<file path="config.mk">
export PLATFORM = sky130hd
export DESIGN_NAME = scc_chan_cfg
export DESIGN_NICKNAME = d
export VERILOG_FILES = /design/src/rtl/scc_pkg.sv /design/src/rtl/scc_chan_cfg.sv
export SDC_FILE = /design/constraint.sdc
export NUM_CORES = 1
export LEC_CHECK = 0
export BUFFER_PORTS_ARGS = -buffer_cell sky130_fd_sc_hd__buf_2
export CORE_ASPECT_RATIO = 1.4
export CORE_MARGIN = 4
export CORE_UTILIZATION = 61
export CTS_CLUSTER_SIZE = 8
export DETAILED_ROUTE_END_ITERATION = 6
export GPL_TIMING_DRIVEN = 0
export PLACE_DENSITY_LB_ADDON = 0.1
export REMOVE_ABC_BUFFERS = 1
export SYNTH_ARGS = -nofsm -noshare
export SYNTH_HDL_FRONTEND = slang
export SYNTH_SLANG_ARGS = --single-unit
</file>
<file path="constraint.sdc">
create_clock -name core_clk -period 7.93 [get_ports core_clk]
set_clock_uncertainty 0.1 [all_clocks]
set_input_delay 1.9825 -clock core_clk [delete_from_list [all_inputs] [get_ports core_clk]]
set_output_delay 1.9825 -clock core_clk [all_outputs]
set_load 0.02 [all_outputs]
</file>
<file path="src/rtl/scc_pkg.sv">
// How it works
// - DMA sends exactly the programmed 12-bit length unless continuous transmit is set
// - transfer mode bit: interrupt or DMA
// - carrier auto start, else general input outside clock modes 1 and 5
// - continuous transmit ignores byte count
// - power bit: standby or active
// - master clock, never in clock mode 5
// - port coding select, bus uses NRZ
// - protocol select field
// - idle fill: ones or sync characters
// - eight clock modes, mode 5 needs variant
// - bus config request-to-send control
// - point-to-point data pin swap
// - mode 5 clock shift 0 to 7
// - baud divider off divides by one
// - baud factor is (N+1) times 2, except N of 1023, which divides by one
// - transmit clock pin output enable
// - strobe exchange while acknowledge active
// - NRZ data inversion both directions
// - preamble repeated 1, 2, 4, 8 times
// - preamble between idle fill and data
// - CRC include tag stored per character
// - CRC init level per frame
// - CRC accumulated and appended after message end
package scc_pkg;
   localparam logic [7:0] OFF_TX_CNT_LO = 8'h2a;
   localparam logic [7:0] OFF_CNT_HI = 8'h2b;
   localparam logic [7:0] OFF_CFG_A = 8'h2c;
   localparam logic [7:0] OFF_CFG_B = 8'h2d;
   localparam logic [7:0] OFF_CFG_C = 8'h2e;
   localparam logic [7:0] OFF_CFG_D = 8'h2f;
   localparam logic [7:0] RST_REG = 8'h00;
   // high count register fields
   localparam int HI_DMA = 7;
   localparam int HI_CAS = 5;
   localparam int HI_XC = 4;
   // config a
   localparam int A_PWR = 7;
   localparam int A_MCE = 6;
   localparam int A_SC = 2;
   localparam int A_SM = 0;
   // config b
   localparam int B_ITF = 3;
   localparam int B_CM = 0;
   localparam logic [7:0] B_MASK = 8'h1f;
   // config c
   localparam int C_SOC = 6;
   localparam int C_BR = 6;
   localparam int C_BDF = 5;
   localparam int C_XCS = 5;
   localparam int C_RCS = 4;
   localparam int C_TOE = 3;
   localparam int C_RWX = 2;
   localparam int C_DIV = 0;
   // config d
   localparam int D_PRE = 6;
   localparam int D_EPT = 5;
   localparam int D_CON = 4;
   localparam int D_CRL = 3;
   localparam int D_CRC_APPEND = 2;
   localparam int D_CRCM = 1;
   localparam logic [15:0] CRC_INIT_ONES = 16'hffff;
   localparam logic [15:0] CRC_INIT_ZERO = 16'h0000;
   localparam logic [15:0] POLY_CRC16 = 16'h8005;
   localparam logic [15:0] POLY_CCITT = 16'h1021;
   localparam logic [2:0] CM_ONE = 3'h1;
   localparam logic [2:0] CM_FIVE = 3'h5;
   typedef enum logic [2:0] {
      COD_NRZ = 3'h0, COD_BUS1 = 3'h1, COD_NRZI = 3'h2, COD_BUS2 = 3'h3,
      COD_FM0 = 3'h4, COD_FM1 = 3'h5, COD_MAN = 3'h6, COD_NONE = 3'h7
   } scc_coding_t;
   typedef enum logic [1:0] {
      PR_HDLC = 2'h0, PR_LOOP = 2'h1, PR_BISYNC = 2'h2, PR_ASYNC = 2'h3
   } scc_proto_t;
   typedef enum logic [2:0] {
      TS_IDLE = 3'h0, TS_PRE = 3'h1, TS_DATA = 3'h2, TS_CRC1 = 3'h3, TS_CRC2 = 3'h4
   } scc_txst_t;
   typedef enum logic [2:0] {
      SRC_ONES = 3'h0, SRC_SYNC = 3'h1, SRC_PRE = 3'h2, SRC_DATA = 3'h3, SRC_CRC = 3'h4
   } scc_src_t;
endpackage

</file>
<file path="src/rtl/scc_chan_cfg.sv">
module scc_chan_cfg #(
   parameter bit HAS_TSA = 1'b1
) (
   // clock and reset
   input wire logic core_clk,
   input wire logic rst_b,
   input wire logic clk_en,
   // register port
   input wire logic [7:0] reg_addr,
   input wire logic reg_wr,
   input wire logic reg_rd,
   input wire logic [7:0] reg_wdata,
   output logic [7:0] reg_rdata,
   // commands and transmit path
   input wire logic transmit_frame_cmd,
   input wire logic message_end_cmd,
   input wire logic byte_tick,
   input wire logic tx_byte_valid,
   input wire logic [7:0] tx_byte,
   input wire logic tx_byte_tag,
   input wire logic transmit_queue_wr,
   output logic [1:0] transmit_queue_tag,
   output scc_pkg::scc_src_t tx_source,
   output logic [15:0] crc_value,
   // dma
   input wire logic transfer_acknowledge,
   input wire logic other_chan_exchange,
   output logic dma_request,
   output logic strobe_exchange_active,
   // line side
   input wire logic carrier_detect_in,
   input wire logic frame_receiving,
   input wire logic transmitting,
   output logic rx_enable,
   output logic carrier_general,
   output logic rts_b,
   output logic swap_data_pins,
   output logic invert_data,
   // clocking
   input wire logic [7:0] baud_value_low,
   input wire logic [1:0] tx_shift_upper,
   input wire logic [1:0] rx_shift_upper,
   output logic [2:0] tx_clock_shift,
   output logic [2:0] rx_clock_shift,
   output logic baud_tick,
   input wire logic tx_clock_pin_in,
   output logic tx_clock_pin_out,
   output logic tx_clock_pin_oe,
   // static configuration
   output logic power_active,
   output logic master_clock_enable,
   output scc_pkg::scc_coding_t port_coding_select,
   output scc_pkg::scc_proto_t protocol_select,
   output logic [2:0] clock_mode_select,
   output logic continuous_transmit
);
   typedef struct packed {
      logic [7:0] cnt_lo;
      logic dma;
      logic cas;
      logic xc;
      logic [3:0] cnt_hi;
      logic [7:0] cfg_a;
      logic [7:0] cfg_b;
      logic [7:0] cfg_c;
      logic [7:0] cfg_d;
      logic [7:0] rdata;
      logic [11:0] left;
      logic run_cont;
      logic [2:0] cd_s;
      logic cd_f;
      logic [2:0] ack_s;
      logic ack_f;
      scc_pkg::scc_txst_t st;
      logic [2:0] rep;
      logic me;
      logic [15:0] crc;
      logic [1:0] tag;
      logic [10:0] bcnt;
      logic btick;
      logic tx_clock_pin;
   } scc_state_t;

   scc_state_t s_reg, s_next;

   initial begin
      if (HAS_TSA !== 1'b0 && HAS_TSA !== 1'b1) begin
         $error("HAS_TSA must be 0 or 1");
      end
   end

   function automatic logic [15:0] crc_step(
      input logic [15:0] c, input logic [7:0] d, input logic [15:0] p);
      logic [15:0] r;
      r = c;
      for (int i = 7; i >= 0; i--) begin
         if (r[15] ^ d[i]) begin
            r = {r[14:0], 1'b0} ^ p;
         end else begin
            r = {r[14:0], 1'b0};
         end
      end
      return r;
   endfunction

   localparam int B_CM_HI = scc_pkg::B_CM + 2;

   // decoded configuration
   logic [2:0] cm;
   logic [2:0] sc;
   logic bus_cfg;
   logic [1:0] soc;
   logic [9:0] baud_n;
   logic [10:0] factor;
   logic [11:0] tx_len;
   logic ack_rise;
   logic [3:0] pre_times;

   always_comb begin
      cm = s_reg.cfg_b[B_CM_HI:scc_pkg::B_CM];
      sc = s_reg.cfg_a[scc_pkg::A_SC+2:scc_pkg::A_SC];
      bus_cfg = (sc == scc_pkg::COD_BUS1) || (sc == scc_pkg::COD_BUS2);
      soc = s_reg.cfg_c[scc_pkg::C_SOC+1:scc_pkg::C_SOC];
      baud_n = {s_reg.cfg_c[scc_pkg::C_BR+1:scc_pkg::C_BR], baud_value_low};
      factor = s_reg.cfg_c[scc_pkg::C_BDF] ? {baud_n + 10'h001, 1'b0} : 11'h001;
      if (baud_n == 10'h3ff && s_reg.cfg_c[scc_pkg::C_BDF]) begin
         factor = 11'h000;
      end
      tx_len = {s_reg.cnt_hi, s_reg.cnt_lo};
      // filtered acknowledge is about to go high: stages 2 and 3 agree on one
      ack_rise = (s_reg.ack_s[1] == s_reg.ack_s[2]) && s_reg.ack_s[2] && !s_reg.ack_f;
      pre_times = 4'h1 << s_reg.cfg_d[scc_pkg::D_PRE+1:scc_pkg::D_PRE];
   end

   always_comb begin
      s_next = s_reg;
      // three-stage pin synchronisers, change counts when stages 2 and 3 agree
      s_next.cd_s = {s_reg.cd_s[1:0], carrier_detect_in};
      s_next.ack_s = {s_reg.ack_s[1:0], transfer_acknowledge};
      if (s_reg.cd_s[1] == s_reg.cd_s[2]) begin
         s_next.cd_f = s_reg.cd_s[2];
      end
      if (s_reg.ack_s[1] == s_reg.ack_s[2]) begin
         s_next.ack_f = s_reg.ack_s[2];
      end
      // register writes
      if (reg_wr) begin
         case (reg_addr)
            scc_pkg::OFF_TX_CNT_LO: s_next.cnt_lo = reg_wdata;
            scc_pkg::OFF_CNT_HI: begin
               s_next.dma = reg_wdata[scc_pkg::HI_DMA];
               s_next.cas = reg_wdata[scc_pkg::HI_CAS];
               s_next.xc = reg_wdata[scc_pkg::HI_XC];
               s_next.cnt_hi = reg_wdata[3:0];
            end
            scc_pkg::OFF_CFG_A: s_next.cfg_a = reg_wdata & 8'hdf;
            scc_pkg::OFF_CFG_B: begin
               s_next.cfg_b = reg_wdata & scc_pkg::B_MASK;
               // without the time-slot variant mode 5 cannot be selected
               if (!HAS_TSA && reg_wdata[2:0] == scc_pkg::CM_FIVE) begin
                  s_next.cfg_b[2:0] = s_reg.cfg_b[2:0];
               end
            end
            scc_pkg::OFF_CFG_C: s_next.cfg_c = reg_wdata & 8'hfd;
            scc_pkg::OFF_CFG_D: s_next.cfg_d = reg_wdata;
            default: begin
            end
         endcase
      end
      // register reads, unmapped and write-only read zero
      if (reg_rd) begin
         case (reg_addr)
            scc_pkg::OFF_CNT_HI: s_next.rdata = {s_reg.dma, 1'b0, s_reg.cas, 5'h00};
            scc_pkg::OFF_CFG_A: s_next.rdata = s_reg.cfg_a;
            scc_pkg::OFF_CFG_B: s_next.rdata = s_reg.cfg_b;
            scc_pkg::OFF_CFG_C: s_next.rdata = s_reg.cfg_c;
            scc_pkg::OFF_CFG_D: s_next.rdata = s_reg.cfg_d;
            default: s_next.rdata = 8'h00;
         endcase
      end
      // dma length, counted down on each acknowledge rising edge
      if (transmit_frame_cmd && s_reg.dma) begin
         s_next.left = tx_len;
         s_next.run_cont = s_reg.xc;
      end else if (ack_rise && s_reg.left != 12'h000) begin
         s_next.left = s_reg.left - 12'h001;
      end
      if (message_end_cmd || !s_reg.dma) begin
         s_next.run_cont = 1'b0;
      end
      // tag copied with each queue write; both characters of a word
      if (transmit_queue_wr) begin
         s_next.tag = {2{s_reg.cfg_d[scc_pkg::D_CON]}};
      end
      if (message_end_cmd) begin
         s_next.me = 1'b1;
      end
      // transmit sequencer
      case (s_reg.st)
         scc_pkg::TS_IDLE: begin
            if (transmit_frame_cmd) begin
               s_next.me = message_end_cmd;
               s_next.crc = s_reg.cfg_d[scc_pkg::D_CRL] ?
                  scc_pkg::CRC_INIT_ZERO : scc_pkg::CRC_INIT_ONES;
               s_next.rep = 3'(pre_times - 4'h1);
               s_next.st = s_reg.cfg_d[scc_pkg::D_EPT] ?
                  scc_pkg::TS_PRE : scc_pkg::TS_DATA;
            end
         end
         scc_pkg::TS_PRE: begin
            if (byte_tick) begin
               if (s_reg.rep == 3'h0) begin
                  s_next.st = scc_pkg::TS_DATA;
               end else begin
                  s_next.rep = s_reg.rep - 3'h1;
               end
            end
         end
         scc_pkg::TS_DATA: begin
            if (byte_tick && tx_byte_valid) begin
               if (tx_byte_tag && s_reg.cfg_d[scc_pkg::D_CRC_APPEND]) begin
                  s_next.crc = crc_step(s_reg.crc, tx_byte,
                     s_reg.cfg_d[scc_pkg::D_CRCM] ?
                     scc_pkg::POLY_CCITT : scc_pkg::POLY_CRC16);
               end
            end else if (byte_tick && s_reg.me) begin
               s_next.st = s_reg.cfg_d[scc_pkg::D_CRC_APPEND] ?
                  scc_pkg::TS_CRC1 : scc_pkg::TS_IDLE;
            end
         end
         scc_pkg::TS_CRC1: begin
            if (byte_tick) begin
               s_next.st = scc_pkg::TS_CRC2;
            end
         end
         scc_pkg::TS_CRC2: begin
            if (byte_tick) begin
               s_next.st = scc_pkg::TS_IDLE;
            end
         end
         default: s_next.st = scc_pkg::TS_IDLE;
      endcase
      // baud generator; a tick every factor cycles
      s_next.btick = 1'b0;
      if (s_reg.bcnt + 11'h001 >= factor) begin
         s_next.bcnt = 11'h000;
         s_next.btick = 1'b1;
         s_next.tx_clock_pin = !s_reg.tx_clock_pin;
      end else begin
         s_next.bcnt = s_reg.bcnt + 11'h001;
      end
   end

   always_ff @(posedge core_clk or negedge rst_b) begin
      if (!rst_b) begin
         s_reg <= '0;
      end else if (clk_en) begin
         s_reg <= s_next;
      end
   end

   // outputs
   always_comb begin
      reg_rdata = s_reg.rdata;
      power_active = s_reg.cfg_a[scc_pkg::A_PWR];
      master_clock_enable = s_reg.cfg_a[scc_pkg::A_MCE] && cm != scc_pkg::CM_FIVE;
      port_coding_select = scc_pkg::scc_coding_t'(sc);
      protocol_select = scc_pkg::scc_proto_t'(s_reg.cfg_a[1:0]);
      clock_mode_select = cm;
      // the bit only means something in dma mode
      continuous_transmit = s_reg.dma && s_reg.xc;
      dma_request = s_reg.dma && (s_reg.run_cont || s_reg.left != 12'h000);
      strobe_exchange_active = s_reg.dma && s_reg.ack_f &&
         (s_reg.cfg_c[scc_pkg::C_RWX] || other_chan_exchange);
      rx_enable = s_reg.cas ? s_reg.cd_f : 1'b1;
      carrier_general = !s_reg.cas && cm != scc_pkg::CM_ONE &&
         cm != scc_pkg::CM_FIVE && s_reg.cd_f;
      if (!bus_cfg || !soc[1]) begin
         rts_b = !(bus_cfg && transmitting);
      end else if (!soc[0]) begin
         rts_b = 1'b1;
      end else begin
         rts_b = !frame_receiving;
      end
      swap_data_pins = !bus_cfg && soc[1];
      invert_data = s_reg.cfg_c[scc_pkg::C_DIV] && sc == scc_pkg::COD_NRZ;
      tx_clock_shift = 3'h0;
      rx_clock_shift = 3'h0;
      if (cm == scc_pkg::CM_FIVE) begin
         tx_clock_shift = {tx_shift_upper, s_reg.cfg_c[scc_pkg::C_XCS]};
         rx_clock_shift = {rx_shift_upper, s_reg.cfg_c[scc_pkg::C_RCS]};
      end
      baud_tick = s_reg.btick;
      tx_clock_pin_out = s_reg.tx_clock_pin;
      tx_clock_pin_oe = s_reg.cfg_c[scc_pkg::C_TOE] && cm != 3'h0 &&
         cm != scc_pkg::CM_ONE;
      transmit_queue_tag = s_reg.tag;
      crc_value = s_reg.crc;
      case (s_reg.st)
         scc_pkg::TS_IDLE: tx_source = s_reg.cfg_b[scc_pkg::B_ITF] ?
            scc_pkg::SRC_SYNC : scc_pkg::SRC_ONES;
         scc_pkg::TS_PRE: tx_source = scc_pkg::SRC_PRE;
         scc_pkg::TS_DATA: tx_source = scc_pkg::SRC_DATA;
         default: tx_source = scc_pkg::SRC_CRC;
      endcase
   end

   // the pin input is never sampled; it only drives an unused signal
   logic unused_clk_in;
   assign unused_clk_in = tx_clock_pin_in;
endmodule // scc_chan_cfg

</file>
==> flow_summary.yaml, run 1 <==
grt:
  grt_pass1_vias: 5059
  grt_usage_pct: 25.6
  top_usage_layer: "met2"
  grt_pass1_wl_um: 24500
  grt_use_met2_pct: 43.0
  antenna_found_initial: 0
  grt.met3_usage_pct: 3.02
  grt_max_degree: 57
  gr-usage-met1_pct: 32.6
  grt-ovfl-total: 0
pwr:
  p_leak_uw: 0.00339
  intPower_uw: 1230
  pwr-share-clk_pct: 21.1
  switchingPower_uw: 809
  p_sw_share_pct: 39.6
  pwr-share-seq_pct: 36.3
  vdd_drop_max_v: 0.000141
  power_density_nw_per_um2: 287
  pwr-share-comb_pct: 42.6
detailed_routing:
  first_pass_iters: 5
  drc: 0
  antenna_left: 0
  vias: 5213
  drt_iter0_drc: 232
  routedWlPerCell_um: 17.4
  via_per_inst: 5.99
  routed_wl_um: 15200
finish:
  syn_to_final_growth_pct: 10.3
  final_common_cell: "dfrtp_1"
  post-route-util_pct: 68.6
  fillers: 881
  most-common-layout-cells: "dfrtp_1, buf_2, nand2_1"
  antenna_cells: 0
  largest_reg_flops: 66
  instances_no_fill: 871
  layout.nets: 798
  drive_gt1_share_pct: 21.3
synthesis:
  yosys.area.top_type_share_pct: 42.0
  synth_flop_cell: "dfrtp_1"
  synth_area_um2: 6440
  synth_warnings: 0
  synth-edff-count: 0
  ys_ff_latch: 108
  ys_types: 62
  synthCells: 669
  async_reset_ff_share_pct: 100
  yosysTopAreaCell: "dfrtp_1"
  yosysSeqAreaShare_pct: 42.0
  syn_avg_cell_area_um2: 9.63
  yosys-top-cells-area: "dfrtp_1, mux2_1, nand2_1"
place:
  gp_congestion: 0.909
  place_inst: 855
  dp_hpwl_um: 11000
  port-buffer-count: 107
clock_tree:
  cts_tree: "done"
  post_cts_buffers: 0
  cts_buffer_depth: 2
  cts-root-buf: "clkbuf_16"
  cts.sinks: 108
  ctsHoldBuffers: 0
  clk_pin_slew_ps: 70
  numCtsBuffers: 9
  ctsResizeCount: 0
  clock_latency_ps: 350
  ctsHtreeMaxLevel: 3
die:
  die_y_um: 130
  row_count: 44
  dieArea_um2: 12300
  pin_count: 109
  die_w_um: 94.8
  core_um2: 10300
  initial_utilization_pct: 62.2
worst_setup_path:
  critPathCaptureType: "flop"
  crit_path_end: "s_reg[2]"
  arrival_ps: 4750
  critical_path.startpoint: "baud_value_low[0]"
  cp_max_fo: 12
  start_kind: "input pin"
  required_ps: 8030
  r2r_cells: 10
  rrSetupSlack_ps: 4750
  timing.rr.start: "s_reg[2]"
  reg2reg_to: "s_reg[2]"
  worst-setup-path-type: "in2reg"
hold_path:
  min_path_type: "reg2reg"
run:
  drv_cap: 0
timing:
  slew_viol_final: 0
  max_freq_mhz: 215
  timing.final.crit_share_pct: 58.7
  hold_violations: 0
  setup_viol: 0
  relSlewSlack_pct: 26.4
  fin_crit_ps: 4650
  worst_hold_slack_ps: 364
  tightestPinTransition_ps: 1100
  setup_tns_ps: 0
  grt_setup_unrepaired: "false"
outcome:
  outcome: "completed"
[final cells by class]
cell class              count  area, um^2  area share [%]
multi-input cells         483        3320            46.7
flip-flops and latches    108        2700            38.0
repair buffers            109         571            8.03
clock buffers              10         229            3.22
well taps                 138         173            2.43
inverters                  17        63.8           0.898
clock inverters             6        48.8           0.687
[cells by family after synthesis]
| kind of cell | after synthesis | synth area share (%) |
|---|---|---|
| compound gates | 145 | 14.4 |
| xor+xnor | 55 | 8.80 |
| fa+ha+maj | 17 | 3.30 |
| buf+inv | 78 | 6.55 |
| flops | 108 | 42.0 |
| mux | 54 | 9.31 |
| simple gates | 212 | 15.6 |
[routing by layer]
metal / wire length [um] / part of all wire (%) / vias up
li1: - / - / 2438
met1: 6050 / 40 / 2559
met3: 812 / 5.4 / 38
met5: 0 / 0 / -
met2: 7800 / 51 / 178
met4: 499 / 3.3 / 0
[worst min path at each step]
stage	from	to	slack [ps]	cells past startpoint
after floorplan	s_reg[31]	s_reg[31]	360	1
after global placement	baud_tick	baud_tick	360	1
after detailed placement	tx_clock_pin_out	tx_clock_pin_out	360	1
after CTS	tx_clock_pin_out	tx_clock_pin_out	370	1
after global routing	tx_clock_pin_out	tx_clock_pin_out	410	1
final	tx_clock_pin_out	tx_clock_pin_out	360	1
[critical path: stages]
cell and delay [ps]:
buf_2 120, ha_1 220, nand3_1 120, nor2_1 90
a31oi_1 450, nand2_1 130, ha_1 350, nand4_1 100
o211a_1 210, o21ai_1 660, or2_2 250, mux2i_1 60
[synth_stat cells, drive strengths merged (3+ instances only)]
cell,n
a2bb2oi,3
o211ai,4
nor4,4
inv,17
nand3b,3
buf,37
nand2,81
o21ai,51
nor2,48
mux2,47
o211a,3
a221oi,4
ha,17
a22o,5
a211oi,3
clkbuf,24
xnor2,31
o22ai,4
and3,14
mux2i,7
a21oi,30
nand4,5
nand2b,5
nand3,24
nor3,6
a21o,5
and2,4
o21a,3
xor2,23
o22a,3
dfrtp,108
nor2b,4
nor3b,5
o2bb2ai,10
o32ai,3
[power groups by stage]
stage                     registers (uW)  logic [uW]  clock network [uW]
after floorplan                      786         596                   0
after global placement               745         837                   0
after detailed placement             750         871                   0
after CTS                            740         873                 438
after global routing                 756         963                 463
final                                740         870                 430
[metrics by stage]
stage                     worst slack (ps)  power, uW  cell area [um^2]
after global placement                2930       1580              6790
after CTS                             3230       2050              7100
final                                 3280       2040              7100
after global routing                  3040       2180              7100
after detailed placement              2860       1620              6830
after floorplan                       3520       1380              6080
Note: power is estimated with default switching activity, not from simulation.
==> run 2: changes to the inputs <==
CORE_UTILIZATION = 57   (was 61)
clock period = 4.4 ns   (was 7.93 ns; I/O delays follow)
==> run 2 against run 1 <==
Compared with the run above:
- non-clock buffer count is 1 lower
- largest cell class unchanged
- critical path depth is 1 higher
- cell area is 0.49% higher
- critical endpoint unchanged
- worst hold slack hardly changed
- flip-flop and latch count stayed put
- routed wire length is 0.77% lower
==> flow_summary.yaml, run 2 (same netlist as run 1, synthesis figures left out) <==
timing:
  relSlewSlack_pct: 23.8
  max_freq_mhz: 266
  postLayoutSetupSlackWorst_ps: 646
  grt_setup_unrepaired: "false"
  setup_viol: 0
  slew_viol_final: 0
  fin_crit_ps: 3750
  tightestPinTransition_ps: 1140
  setup_tns_ps: 0
  timing.final.crit_share_pct: 85.3
  hold_violations: 0
  worst_hold_slack_ps: 364
place:
  port-buffer-count: 107
  dp_hpwl_um: 11100
  place_inst: 857
  post-place-ws_ps: 231
  gp_congestion: 0.849
grt:
  grt_usage_pct: 23.4
  grt_pass1_vias: 5084
  grt_max_degree: 63
  grt_pass1_wl_um: 25000
  antenna_found_initial: 0
  grt-ovfl-total: 0
detailed_routing:
  drc: 0
  antenna_left: 0
  drt_iter0_drc: 239
  first_pass_iters: 5
  via_per_inst: 5.90
  vias: 5148
  routedWlPerCell_um: 17.2
  routed_wl_um: 15100
finish:
  syn_to_final_growth_pct: 10.8
  largest_reg_flops: 66
  most-common-layout-cells: "dfrtp_1, buf_2, nand2_1"
  final_common_cell: "dfrtp_1"
  antenna_cells: 0
  drive_gt1_share_pct: 21.3
  layout.nets: 797
  instances_no_fill: 873
  post-route-util_pct: 65.3
hold_path:
  min_from: "tx_clock_pin_out"
  min_path_type: "reg2reg"
  min_to: "tx_clock_pin_out"
  whs_path_depth: 1
worst_setup_path:
  timing.rr.start: "s_reg[2]"
  cp_max_fo: 12
  arrival_ps: 3850
  r2r_cells: 10
  required_ps: 4490
  critPathCaptureType: "flop"
  start_kind: "input pin"
  worst-setup-path-type: "in2reg"
  reg2reg_to: "s_reg[2]"
  rrSetupSlack_ps: 1270
die:
  core_um2: 10900
  die_y_um: 134
  pin_count: 109
  dieArea_um2: 13100
  initial_utilization_pct: 59.0
  row_count: 45
  die_w_um: 97.8
outcome:
  outcome: "completed"
clock_tree:
  ctsHoldBuffers: 0
  cts.sinks: 108
  ctsResizeCount: 0
  numCtsBuffers: 9
  clk_pin_slew_ps: 70
  post_cts_buffers: 0
  cts-root-buf: "clkbuf_16"
  cts_tree: "done"
  clock_latency_ps: 360
  ctsHtreeMaxLevel: 3
  cts_buffer_depth: 2
pwr:
  p_leak_uw: 0.00341
  power_density_nw_per_um2: 525
  vdd_drop_max_v: 0.000284
run:
  drv_cap: 0
[run 2: worst max-delay path by stage]
stage	start	end	slack (ps)	depth (start not counted)
3_3_place_gp	baud_value_low[0]	s_reg[2]	270	13
4_1_cts	baud_value_low[0]	s_reg[2]	620	13
2_1_floorplan	baud_value_low[0]	tx_clock_pin_out	870	12
6_report	baud_value_low[0]	s_reg[2]	650	13
5_1_grt	baud_value_low[0]	s_reg[2]	350	13
3_5_place_dp	baud_value_low[0]	s_reg[2]	230	13
[run 2: worst max-delay path, cell delays in order]
cell	delay (ps)
buf_2	120
ha_1	220
nand3_1	120
nor2_1	90
a31oi_1	500
nand2b_1	120
ha_1	290
a21o_1	100
a21oi_1	60
o211a_1	220
o21ai_1	590
or2_2	240
mux2i_1	70
[run 2: area by class of cell]
cell class,instances,area (um^2)
clock inverters,5,66.3
clock buffers,11,243
fillers,927,3780
repair buffers,108,566
multi-input cells,483,3320
inverters,17,63.8
flip-flops and latches,108,2700
well taps,141,176
[run 2: layer usage]
metal | part of all wire, % | GRT usage, %
met1 | 41 | 29.3
met2 | 52 | 40.5
met3 | 4.7 | 3.40
met4 | 2.3 | 9.39
met5 | 0 | 0
[run 2: power by group]
group / internal, uW / switching [uW] / total, uW
Clock: 466 / 386 / 852
Sequential: 1160 / 178 / 1340
Combinational: 668 / 887 / 1550
[run 2: metrics by stage]
step	total power (uW)	instance area, um^2
floorplan	2490	6080
global placement	2850	6790
detailed placement	2910	6830
CTS	3770	7140
global route	4000	7140
finish	3740	7140
